[config.mk]
export PLATFORM = sky130hd
export DESIGN_NAME = adcsq_top
export DESIGN_NICKNAME = d
export VERILOG_FILES = /design/src/adcsq_pkg.sv /design/src/adcsq_sar.sv /design/src/adcsq_top.sv
export VERILOG_INCLUDE_DIRS = /design/src
export SDC_FILE = /design/constraint.sdc
export NUM_CORES = 1
export LEC_CHECK = 0
export ABC_AREA = 1
export BUFFER_PORTS_ARGS = -buffer_cell sky130_fd_sc_hd__buf_4
export CORE_MARGIN = 4
export CORE_UTILIZATION = 24
export CTS_CLUSTER_SIZE = 14
export DETAILED_ROUTE_END_ITERATION = 8
export SYNTH_ARGS = -nofsm -noshare
export SYNTH_HDL_FRONTEND = slang
export SYNTH_SLANG_ARGS = --single-unit
[constraint.sdc]
create_clock -name clk -period 3.1 [get_ports clk]
set_input_delay 0.775 -clock clk [delete_from_list [all_inputs] [get_ports clk]]
set_output_delay 0.775 -clock clk [all_outputs]
set_load 0.05 [all_outputs]
[src/adcsq_cfg.svh]
// Register offsets, field positions, reset values and timing counts of the sequencer
`ifndef ADCSQ_CFG_SVH
`define ADCSQ_CFG_SVH

// ==========================================================================
// Register map (byte addresses, one aligned word each)
`define ADCSQ_OFF_CTRL      8'h00
`define ADCSQ_OFF_SLOT1     8'h04
`define ADCSQ_OFF_SLOT2     8'h08
`define ADCSQ_OFF_SLOT3     8'h0c
`define ADCSQ_OFF_SLOT4     8'h10
`define ADCSQ_OFF_STATUS    8'h14

// ==========================================================================
// Control/status fields
`define ADCSQ_BIT_DONE      7
`define ADCSQ_BIT_ZERO      6
`define ADCSQ_BIT_SCAN      5
`define ADCSQ_BIT_GROUP     4
`define ADCSQ_CTRL_RESET    8'h00

// ==========================================================================
// Conversion timing in system clocks
`define ADCSQ_SAMPLE_CYC    12
`define ADCSQ_BITS          8

`endif

[src/adcsq_pkg.sv]
// Types shared by the converter sequencer
`default_nettype none
package adcsq_pkg;
    typedef enum logic [2:0] {
        ADCSQ_IDLE   = 3'b001,
        ADCSQ_SAMPLE = 3'b010,
        ADCSQ_CMP    = 3'b100
    } adcsq_state_t;

    typedef enum logic [1:0] {
        ADCSQ_RESP_OKAY   = 2'b00,
        ADCSQ_RESP_SLVERR = 2'b10
    } adcsq_resp_t;
endpackage
`default_nettype wire

[src/adcsq_sar.sv]
// One successive-approximation conversion: sample phase then eight compares
`include "adcsq_cfg.svh"
`default_nettype none
module adcsq_sar #(
    parameter int SAMPLE_CYC = `ADCSQ_SAMPLE_CYC
) (
    // Clock and reset
    input  wire logic        clk,
    input  wire logic        rst_n,
    // Control
    input  wire logic        start,
    input  wire logic        abort,
    input  wire logic        hold,
    // Analog front end
    output logic             sampleGate,
    output logic [7:0]       dacCode,
    input  wire logic        cmpHigh,
    // Result
    output logic             done,
    output logic [7:0]       result
);
    import adcsq_pkg::*;

    adcsq_state_t  state_q, state_d;
    logic [4:0]    cnt_q, cnt_d;
    logic [2:0]    bitIdx_q, bitIdx_d;
    logic [7:0]    sar_q, sar_d;
    logic [7:0]    result_q;
    logic          done_q;

    wire logic [7:0] trialBit = 8'h01 << bitIdx_q;
    wire logic       lastCmp  = (bitIdx_q == 3'h0);

    assign sampleGate = (state_q == ADCSQ_SAMPLE);
    assign dacCode    = sar_q | trialBit;
    assign done       = done_q;
    assign result     = result_q;

    // ==========================================================================
    // Step control; a hold drops back to sampling so the channel is resampled
    always_comb begin
        state_d  = state_q;
        cnt_d    = cnt_q;
        bitIdx_d = bitIdx_q;
        sar_d    = sar_q;
        if (abort) begin
            state_d = ADCSQ_IDLE;
        end else if (hold) begin
            // A start pulse that meets a hold is parked in sampling, not lost
            if (state_q != ADCSQ_IDLE || start) begin
                state_d = ADCSQ_SAMPLE;
                cnt_d   = 5'h00;
            end
        end else begin
            unique case (state_q)
                ADCSQ_IDLE: begin
                    if (start) begin
                        state_d = ADCSQ_SAMPLE;
                        cnt_d   = 5'h00;
                    end
                end
                ADCSQ_SAMPLE: begin
                    cnt_d = cnt_q + 5'h01;
                    if (cnt_q == 5'(SAMPLE_CYC - 1)) begin
                        state_d  = ADCSQ_CMP;
                        bitIdx_d = 3'h7;
                        sar_d    = 8'h00;
                    end
                end
                ADCSQ_CMP: begin
                    sar_d    = cmpHigh ? (sar_q | trialBit) : sar_q;
                    bitIdx_d = bitIdx_q - 3'h1;
                    if (lastCmp) begin
                        state_d = ADCSQ_IDLE;
                    end
                end
            endcase
        end
    end

    wire logic finish = !abort && !hold && (state_q == ADCSQ_CMP) && lastCmp;

    always_ff @(posedge clk) begin
        if (!rst_n) begin
            state_q  <= ADCSQ_IDLE;
            cnt_q    <= 5'h00;
            bitIdx_q <= 3'h7;
            sar_q    <= 8'h00;
            result_q <= 8'h00;
            done_q   <= 1'b0;
        end else begin
            state_q  <= state_d;
            cnt_q    <= cnt_d;
            bitIdx_q <= bitIdx_d;
            sar_q    <= sar_d;
            done_q   <= finish;
            if (finish) begin
                result_q <= sar_d;
            end
        end
    end
endmodule
`default_nettype wire

[src/adcsq_top.sv]
// Converter sequencer: AXI4-Lite register file, channel steering, result slots
//
// Design decisions made here: the AXI4-Lite slave port and the placing of the registers.
`include "adcsq_cfg.svh"
`default_nettype none
module adcsq_top #(
    parameter int SAMPLE_CYC = `ADCSQ_SAMPLE_CYC
) (
    // Clock and reset
    input  wire logic        clk,
    input  wire logic        rst_n,
    // AXI4-Lite write address
    input  wire logic        s_axi_awvalid,
    output logic             s_axi_awready,
    input  wire logic [7:0]  s_axi_awaddr,
    // AXI4-Lite write data
    input  wire logic        s_axi_wvalid,
    output logic             s_axi_wready,
    input  wire logic [31:0] s_axi_wdata,
    input  wire logic [3:0]  s_axi_wstrb,
    // AXI4-Lite write response
    output logic             s_axi_bvalid,
    input  wire logic        s_axi_bready,
    output adcsq_pkg::adcsq_resp_t s_axi_bresp,
    // AXI4-Lite read address
    input  wire logic        s_axi_arvalid,
    output logic             s_axi_arready,
    input  wire logic [7:0]  s_axi_araddr,
    // AXI4-Lite read data
    output logic             s_axi_rvalid,
    input  wire logic        s_axi_rready,
    output logic [31:0]      s_axi_rdata,
    output adcsq_pkg::adcsq_resp_t s_axi_rresp,
    // Power modes
    input  wire logic        lowPowerHold,
    // Analog front end
    output logic [3:0]       muxSelect,
    output logic             sampleGate,
    output logic [7:0]       dacCode,
    input  wire logic        cmpHigh
);
    import adcsq_pkg::*;

    // ==========================================================================
    // Write channel: address and data captured independently, in either order
    logic        awHeld_q, wHeld_q, bvalid_q;
    logic [7:0]  awAddr_q;
    logic [7:0]  wData_q;
    logic        wLane0_q;
    adcsq_resp_t bresp_q;

    assign s_axi_awready = !awHeld_q && !bvalid_q;
    assign s_axi_wready  = !wHeld_q && !bvalid_q;
    assign s_axi_bvalid  = bvalid_q;
    assign s_axi_bresp   = bresp_q;

    wire logic doWrite    = awHeld_q && wHeld_q && !bvalid_q;
    wire logic wrCtrlHit  = (awAddr_q == `ADCSQ_OFF_CTRL);
    wire logic wrKnown    = isMapped(awAddr_q);
    wire logic ctrlWrite  = doWrite && wrCtrlHit && wLane0_q;

    function automatic logic isMapped(input logic [7:0] addr);
        isMapped = (addr == `ADCSQ_OFF_CTRL)  || (addr == `ADCSQ_OFF_SLOT1) ||
                   (addr == `ADCSQ_OFF_SLOT2) || (addr == `ADCSQ_OFF_SLOT3) ||
                   (addr == `ADCSQ_OFF_SLOT4) || (addr == `ADCSQ_OFF_STATUS);
    endfunction

    always_ff @(posedge clk) begin
        if (!rst_n) begin
            awHeld_q <= 1'b0;
            wHeld_q  <= 1'b0;
            bvalid_q <= 1'b0;
            awAddr_q <= 8'h00;
            wData_q  <= 8'h00;
            wLane0_q <= 1'b0;
            bresp_q  <= ADCSQ_RESP_OKAY;
        end else begin
            if (s_axi_awvalid && s_axi_awready) begin
                awHeld_q <= 1'b1;
                awAddr_q <= s_axi_awaddr;
            end
            if (s_axi_wvalid && s_axi_wready) begin
                wHeld_q  <= 1'b1;
                wData_q  <= s_axi_wdata[7:0];
                wLane0_q <= s_axi_wstrb[0];
            end
            if (doWrite) begin
                awHeld_q <= 1'b0;
                wHeld_q  <= 1'b0;
                bvalid_q <= 1'b1;
                // Slot writes are accepted and dropped
                bresp_q  <= wrKnown ? ADCSQ_RESP_OKAY : ADCSQ_RESP_SLVERR;
            end else if (bvalid_q && s_axi_bready) begin
                bvalid_q <= 1'b0;
            end
        end
    end

    // ==========================================================================
    // Control register and sequencer state
    logic       scan_q, group_q, done_q;
    logic [3:0] sel_q;
    logic       running_q, startPend_q;
    logic [1:0] slotIdx_q;
    logic [7:0] slot_q [4];

    logic       convDone;
    logic [7:0] convResult;

    wire logic [7:0] ctrlRead = {done_q, 1'b0, scan_q, group_q, sel_q};

    // Group mode overrides the low select bits with the slot position
    assign muxSelect = group_q ? {sel_q[3:2], slotIdx_q} : sel_q;

    wire logic lastSlot = (slotIdx_q == 2'h3);
    wire logic kickConv = startPend_q || (convDone && running_q && !(lastSlot && !scan_q));

    always_ff @(posedge clk) begin
        if (!rst_n) begin
            scan_q      <= 1'b0;
            group_q     <= 1'b0;
            sel_q       <= 4'h0;
            done_q      <= 1'b0;
            running_q   <= 1'b0;
            startPend_q <= 1'b0;
            slotIdx_q   <= 2'h0;
        end else begin
            startPend_q <= 1'b0;
            if (ctrlWrite) begin
                scan_q      <= wData_q[`ADCSQ_BIT_SCAN];
                group_q     <= wData_q[`ADCSQ_BIT_GROUP];
                sel_q       <= wData_q[3:0];
                done_q      <= 1'b0;
                running_q   <= 1'b1;
                startPend_q <= 1'b1;
                slotIdx_q   <= 2'h0;
            end else if (convDone && running_q) begin
                slotIdx_q <= slotIdx_q + 2'h1;
                if (lastSlot) begin
                    done_q <= 1'b1;
                    if (!scan_q) begin
                        running_q <= 1'b0;
                    end
                end
            end
        end
    end

    // Whole byte lands only on completion of its own conversion
    always_ff @(posedge clk) begin
        if (!rst_n) begin
            for (int i = 0; i < 4; i++) begin
                slot_q[i] <= 8'h00;
            end
        end else if (convDone && running_q && !ctrlWrite) begin
            slot_q[slotIdx_q] <= convResult;
        end
    end

    // Hold keeps the step machine parked and forces a resample on release
    adcsq_sar #(
        .SAMPLE_CYC (SAMPLE_CYC)
    ) u_sar (
        .clk        (clk),
        .rst_n      (rst_n),
        .start      (kickConv && !ctrlWrite),
        .abort      (ctrlWrite),
        .hold       (lowPowerHold),
        .sampleGate (sampleGate),
        .dacCode    (dacCode),
        .cmpHigh    (cmpHigh),
        .done       (convDone),
        .result     (convResult)
    );

    // ==========================================================================
    // Read channel
    logic        rvalid_q;
    logic [31:0] rdata_q;
    adcsq_resp_t rresp_q;

    assign s_axi_arready = !rvalid_q;
    assign s_axi_rvalid  = rvalid_q;
    assign s_axi_rdata   = rdata_q;
    assign s_axi_rresp   = rresp_q;

    wire logic [7:0] statusRead = {5'h00, running_q, slotIdx_q};

    function automatic logic [7:0] readMux(input logic [7:0] addr, input logic [7:0] ctrl,
                                           input logic [7:0] stat);
        readMux = 8'h00;
        if (addr == `ADCSQ_OFF_CTRL) readMux = ctrl;
        if (addr == `ADCSQ_OFF_SLOT1) readMux = slot_q[0];
        if (addr == `ADCSQ_OFF_SLOT2) readMux = slot_q[1];
        if (addr == `ADCSQ_OFF_SLOT3) readMux = slot_q[2];
        if (addr == `ADCSQ_OFF_SLOT4) readMux = slot_q[3];
        if (addr == `ADCSQ_OFF_STATUS) readMux = stat;
    endfunction

    always_ff @(posedge clk) begin
        if (!rst_n) begin
            rvalid_q <= 1'b0;
            rdata_q  <= 32'h0000_0000;
            rresp_q  <= ADCSQ_RESP_OKAY;
        end else if (s_axi_arvalid && s_axi_arready) begin
            rvalid_q <= 1'b1;
            rdata_q  <= {24'h00_0000, readMux(s_axi_araddr, ctrlRead, statusRead)};
            rresp_q  <= isMapped(s_axi_araddr) ? ADCSQ_RESP_OKAY : ADCSQ_RESP_SLVERR;
        end else if (rvalid_q && s_axi_rready) begin
            rvalid_q <= 1'b0;
        end
    end
endmodule
`default_nettype wire

# Word level (Yosys, flattened, before mapping)

Memories as Yosys holds them, arrays and structs flattened.
Cells that the tools add are included.
W data, S select, Z words.

Flip-flop bits (word level): 70
RAM bits: 32
Output and inout bits: 54
Memories kept: 1

Memory list:

| name   | words | width | read ports | clocked after Yosys merged registers in | write ports | line             | text |
|---|---|---|---|---|---|---|---|
| slot_q | 4     | 8     | 4          | 0                                       | 4           | adcsq_top.sv:105 | `logic [7:0] slot_q [4];` |

Add/subtract/negate cells: 3
Equality and inequality tests: 22
Shift operators: 1
Muxes and demuxes: 42
Bitwise operators: 4
Reduce and logical (&&, ||, !) cells: 56

Operator list:

| kind                  | count |
|---|---|
| $mux W8               | 11 |
| $eq A8 B4 Y1 const B  | 4 |
| $eq A8 B5 Y1 const B  | 4 |
| $logic_and A1 B1 Y1   | 19 |
| $mux W3               | 6 |
| $eq A8 B3 Y1 const B  | 2 |
| $logic_not A8 Y1      | 2 |
| $pmux W8 S2           | 1 |
| $mux W5               | 3 |
| $mux W1               | 14 |
| $logic_or A1 B1 Y1    | 12 |
| $reduce_and A4 Y1     | 3 |
| $pmux W5 S2           | 1 |
| $reduce_bool A2 Y1    | 5 |
| $ne A3 B2 Y1 const B  | 3 |
| $pmux W3 S3           | 1 |
| $logic_not A1 Y1      | 8 |
| $mux W2               | 4 |
| $or A8 B8 Y8          | 1 |
| $reduce_or A8 Y1      | 1 |
| $shl A1 B3 Y8 const A | 1 |
| $ne A2 B1 Y1 const B  | 3 |
| $pmux W3 S2           | 1 |
| $add A5 B1 Y5 const B | 1 |
| other kinds (14)      | 17 |

# Longest topological paths before layout

Depth in word-level cells: 11
Depth in mapped cells: 12
Mapped depth without buffers: 11

# By module

From an unflattened synthesis, not the netlist that was laid out.

Cell total of the unflattened synthesis: 624
Area total of the unflattened synthesis: 4,911.0 µm²

Modules (own cells, without submodules):

| module    | instances | cells each | area an instance (µm²) | seq. area each (µm²) |
|---|---|---|---|---|
| adcsq_top | 1         | 412        | 3,467.1                | 1,761.7 |
| adcsq_sar | 1         | 212        | 1,443.9                | 560.5 |

# Worst setup path after synthesis

OpenSTA, ideal clock, no wires.

Kind: register -> register
Start: register bvalid_q (netlist: s_axi_bvalid)
End: memory slot_q[3][0] (enable)
Library setup time: 0.398 ns
Arrival: 2.144 ns
Slack: 0.558 ns
Cell stages (with the launch flop): 8
Path buffers: 1
Cell sequence: dfxtp_1 nor2_2 nand2_4 nor2_2 nand2_4 buf_12 clkinv_4 o41ai_1

RTL lines:

| item                   | line             | text |
|---|---|---|
| start, declared        | adcsq_top.sv:46  | `logic awHeld_q, wHeld_q, bvalid_q;` |
| start signal, assigned | adcsq_top.sv:72  | `bvalid_q <= 1'b0;` |
| start signal, assigned | adcsq_top.sv:90  | `bvalid_q <= 1'b1;` |
| start signal, assigned | adcsq_top.sv:94  | `bvalid_q <= 1'b0;` |
| end, declared          | adcsq_top.sv:105 |  |

# Final worst setup path

Start: register u_sar.bitIdx_q[0]
End: output dacCode[0]

Word-level cells in the longest chain between the ends: 2

RTL lines:

| item                   | line            | text |
|---|---|---|
| start, declared        | adcsq_sar.sv:26 | `logic [2:0] bitIdx_q, bitIdx_d;` |
| start signal, assigned | adcsq_sar.sv:94 | `bitIdx_q <= bitIdx_d;` |
| $shl A1 B3 Y8          | adcsq_sar.sv:31 | `wire logic [7:0] trialBit = 8'h01 << bitIdx_q;` |
| $or A8 B8 Y8           | adcsq_sar.sv:35 | `assign dacCode = sar_q \| trialBit;` |
| end, declared          | adcsq_top.sv:39 | `output logic [7:0] dacCode,` |

No other way between the ends.

==> impl_metrics.env <==
export IMPL_layout_setup_ws_ns=0.811
export IMPL_critPathMostFrequentCell="sky130_fd_sc_hd__nand2_1"
export IMPL_clock_latency_on_the_worst_skew_pair_ns=0.34
export IMPL_crit_fanout=4
export IMPL_floorplan_die_height_um=151
export IMPL_viasPerCell=4.10
export IMPL_reg2reg_to="slot_q[2][3]"
export IMPL_power_uw=2810
export IMPL_cts_buffers_inserted=9
export IMPL_criticalPathCategory="reg2out"
export IMPL_hpwl_um=8550
export IMPL_detail_route_drc_violations=0
export IMPL_synthCells=616
export IMPL_detail_route_wirelength_um=11500
export IMPL_hold_path_startpoint="wData_q[2]"
export IMPL_netlist_cell_type_count=43
export IMPL_clockBufferDepth=2
export IMPL_cp_required_ns=2.32
export IMPL_worst_clock_skew_ns=0.00913
export IMPL_synth_largest_area_cell="sky130_fd_sc_hd__dfxtp_1"
export IMPL_overflow=0
export IMPL_report_final_slew_viol_count=0
export IMPL_rows=51
export IMPL_final_setup_tns_ns=0
export IMPL_area_sequential_mm2=0.00232
export IMPL_cts_max_level=3
export IMPL_finalNetCount=743
export IMPL_fin_util_pct=29.3
export IMPL_firstDrtPassIters=5
export IMPL_critical_path_s_slowest_cell="sky130_fd_sc_hd__dfxtp_1"
export IMPL_postSynth_topFlopCell="sky130_fd_sc_hd__dfxtp_1"
export IMPL_worst_slack_on_hold_paths_ns=0.455
export IMPL_setup_viol=0
export IMPL_startpoint_type="flip-flop"
export IMPL_maximum_number_of_pins_on_one_net_before_global_route_repair=23
export IMPL_grt_pass1_vias=3649
export IMPL_yosys_warnings=0
export IMPL_hold_viol=0
export IMPL_antenna_violations_before_repair=0
export IMPL_post_cts_setup_buffers=0
export IMPL_power_density_mw_per_mm2=486
export IMPL_initial_core_util_pct=24.7
export IMPL_synth_enable_flop_cells=32
export IMPL_flow_area_growth_from_synthesis_pct=18.4
export IMPL_critical_path_arrival_ns=1.51
export IMPL_clock_root_buffer="sky130_fd_sc_hd__clkbuf_16"
export IMPL_detailroute_via_count=3873
export IMPL_cts_hold_buffers=0
export IMPL_area_used_by_multi_input_combinational_logic_mm2=0.00209
export IMPL_leakagePower_uw=0.00243
export IMPL_floorplan_die_width_um=151
export IMPL_routabilityCongestion=0.801
export IMPL_worst_setup_hold_path_clk_slew_ns=0.07
export IMPL_critPathLaunch="u_sar.bitIdx_q[0]"
export IMPL_crit_reg2reg_launch="s_axi_bvalid"
export IMPL_rsz0062_at_grt="no"
export IMPL_worst_hold_path_endpoint="wData_q[2]"
export IMPL_syn_mean_instance_area_um2=7.94
export IMPL_core_area_mm2=0.0198
export IMPL_grt_pass1_wl_um=18700
export IMPL_vdd_ir_drop_max_uv=245
export IMPL_drtIter0Drc=192
export IMPL_drive_gt1_share_pct=17.2
export IMPL_period_share_pct=73.8
export IMPL_status="finished clean"
export IMPL_worst_hold_path_type="reg2reg"
export IMPL_async_set_or_reset_register_ratio_after_synthesis_pct=0
export IMPL_yosys_register_bits=100
export IMPL_highest_cell_delay_on_the_worst_timing_path_ns=0.39
export IMPL_worst_r2r_setup_slack_ns=1.02
export IMPL_buffer_ports_inserted=59
export IMPL_pre_cts_ws_ns=0.872
export IMPL_overall_track_demand_over_capacity_in_global_routing_pct=10.5
export IMPL_achievable_frequency_mhz=437
export IMPL_antenna_diode_count=0
export IMPL_reg2reg_depth=8
export IMPL_worst_setup_path_end_kind="output pin"
export IMPL_post_route_min_period_ns=2.29
export IMPL_syn_cell_area_mm2=0.00489
export IMPL_whs_path_depth=2
export IMPL_drv_max_cap_violation_count=0
export IMPL_antenna_violating_nets_post_route=0
export IMPL_io_pins=115
export IMPL_dieArea_mm2=0.0227
export IMPL_avgRoutedWirePerCell_um=12.2
export IMPL_final_fill_count=2165
export IMPL_synthTopCellsByArea="sky130_fd_sc_hd__dfxtp_1 28%, sky130_fd_sc_hd__edfxtp_1 20%, sky130_fd_sc_hd__nand2_1 9.3%"
export IMPL_ys_seq_area_share_pct=47.5
export IMPL_cts_resized_gates=0
export IMPL_clock_sinks=100
export IMPL_synth_largest_type_area_fraction_pct=27.8
export IMPL_tritoncts="built"
export IMPL_path_cells="inv_1, ha_1, nand2_1, nand2_1, buf_4"
-- through the flow --
step           std cells  area [um^2]
5_1_grt              945         5790
3_3_place_gp         929         5510
4_1_cts              945         5790
2_1_floorplan        641         4990
3_5_place_dp         929         5510
6_report             945         5790
-- state kept, by name, indices dropped and copies added, names as in the netlist, 4 cells and up --
name,cells
u_sar.result,8
u_sar.cnt_q,5
u_sar.sar_q,8
s_axi_rdata,8
awAddr_q,8
sel_q,4
slot_q,32
wData_q,6
-- cell usage after synthesis, drive strengths merged, types with 7 or more instances --
library cell,n
nand2,132
nor2,97
inv,76
dfxtp,68
a21oi,50
nand3,42
o21ai,38
edfxtp,32
buf,31
nor3,13
clkbuf,8
ha,7
-- layout make-up --
type | instances | area share [%]
Clock buffer | 10 | 4.13
Clock inverter | 6 | 0.778
Inverter | 79 | 5.21
Multi-Input combinational cell | 423 | 36.0
Sequential cell | 100 | 40.1
Tap cell | 265 | 5.73
Timing Repair Buffer | 62 | 8.04
-- worst max-delay path, delay by kind of cell (launching register included) --
kind,cells,cell delay [ns]
and+or+nand+nor,2,0.25
DFF,1,0.39
buffers and inverters,2,0.31
adders and majority gates,1,0.22
-- per-layer routing --
| metal | wire length (um) | global-route usage (%) |
|---|---|---|
| met1 | 5400 | 13.9 |
| met2 | 5150 | 16.5 |
| met3 | 832 | 3.32 |
| met4 | 105 | 3.04 |
| met5 | 0 | 0 |
-- cell families (layout without fill, tap and decap cells) --
logic type	count (synthesis)	after routing	synth area share, %
buf+inv	118	157	11.8
flops	100	100	47.5
simple gates	288	288	26.9
compound gates	99	99	11.5
xor+xnor	3	3	0.537
fa+ha+maj	7	7	1.79
other cells	1	26	0.0767
-- cells in the final DEF, fill, tap and decap left out, drive strengths merged --
cell type / n
nand2: 132
nor2: 97
inv: 79
dfxtp: 68
buf: 62
a21oi: 50
nand3: 42
o21ai: 38
edfxtp: 32
conb: 26
nor3: 13
clkbuf: 10
ha: 7
clkinv: 6
xor2: 3
a22o: 2
o21a: 2
o22ai: 2
o41ai: 1
o21bai: 1
a21o: 1
o211ai: 1
o2111ai: 1
nand4: 1
nand3b: 1
nor4: 1
or3: 1
-- power by group --
part | switching [uW] | internal (uW)
Sequential | 23.6 | 1400
Combinational | 233 | 84.4
Clock | 500 | 574
Total | 756 | 2060
-- worst max-delay path by stage --
stage | to | slack [ns] | cells past startpoint
2_1_floorplan | slot_q[3][0] | 0.56 | 7
3_3_place_gp | u_sar.result[0] | 0.88 | 7
3_5_place_dp | s_axi_rdata[4] | 0.87 | 10
4_1_cts | dacCode[0] | 0.78 | 5
5_1_grt | dacCode[0] | 0.67 | 5
6_report | dacCode[0] | 0.81 | 5
Power figures use the tool's default switching activity.
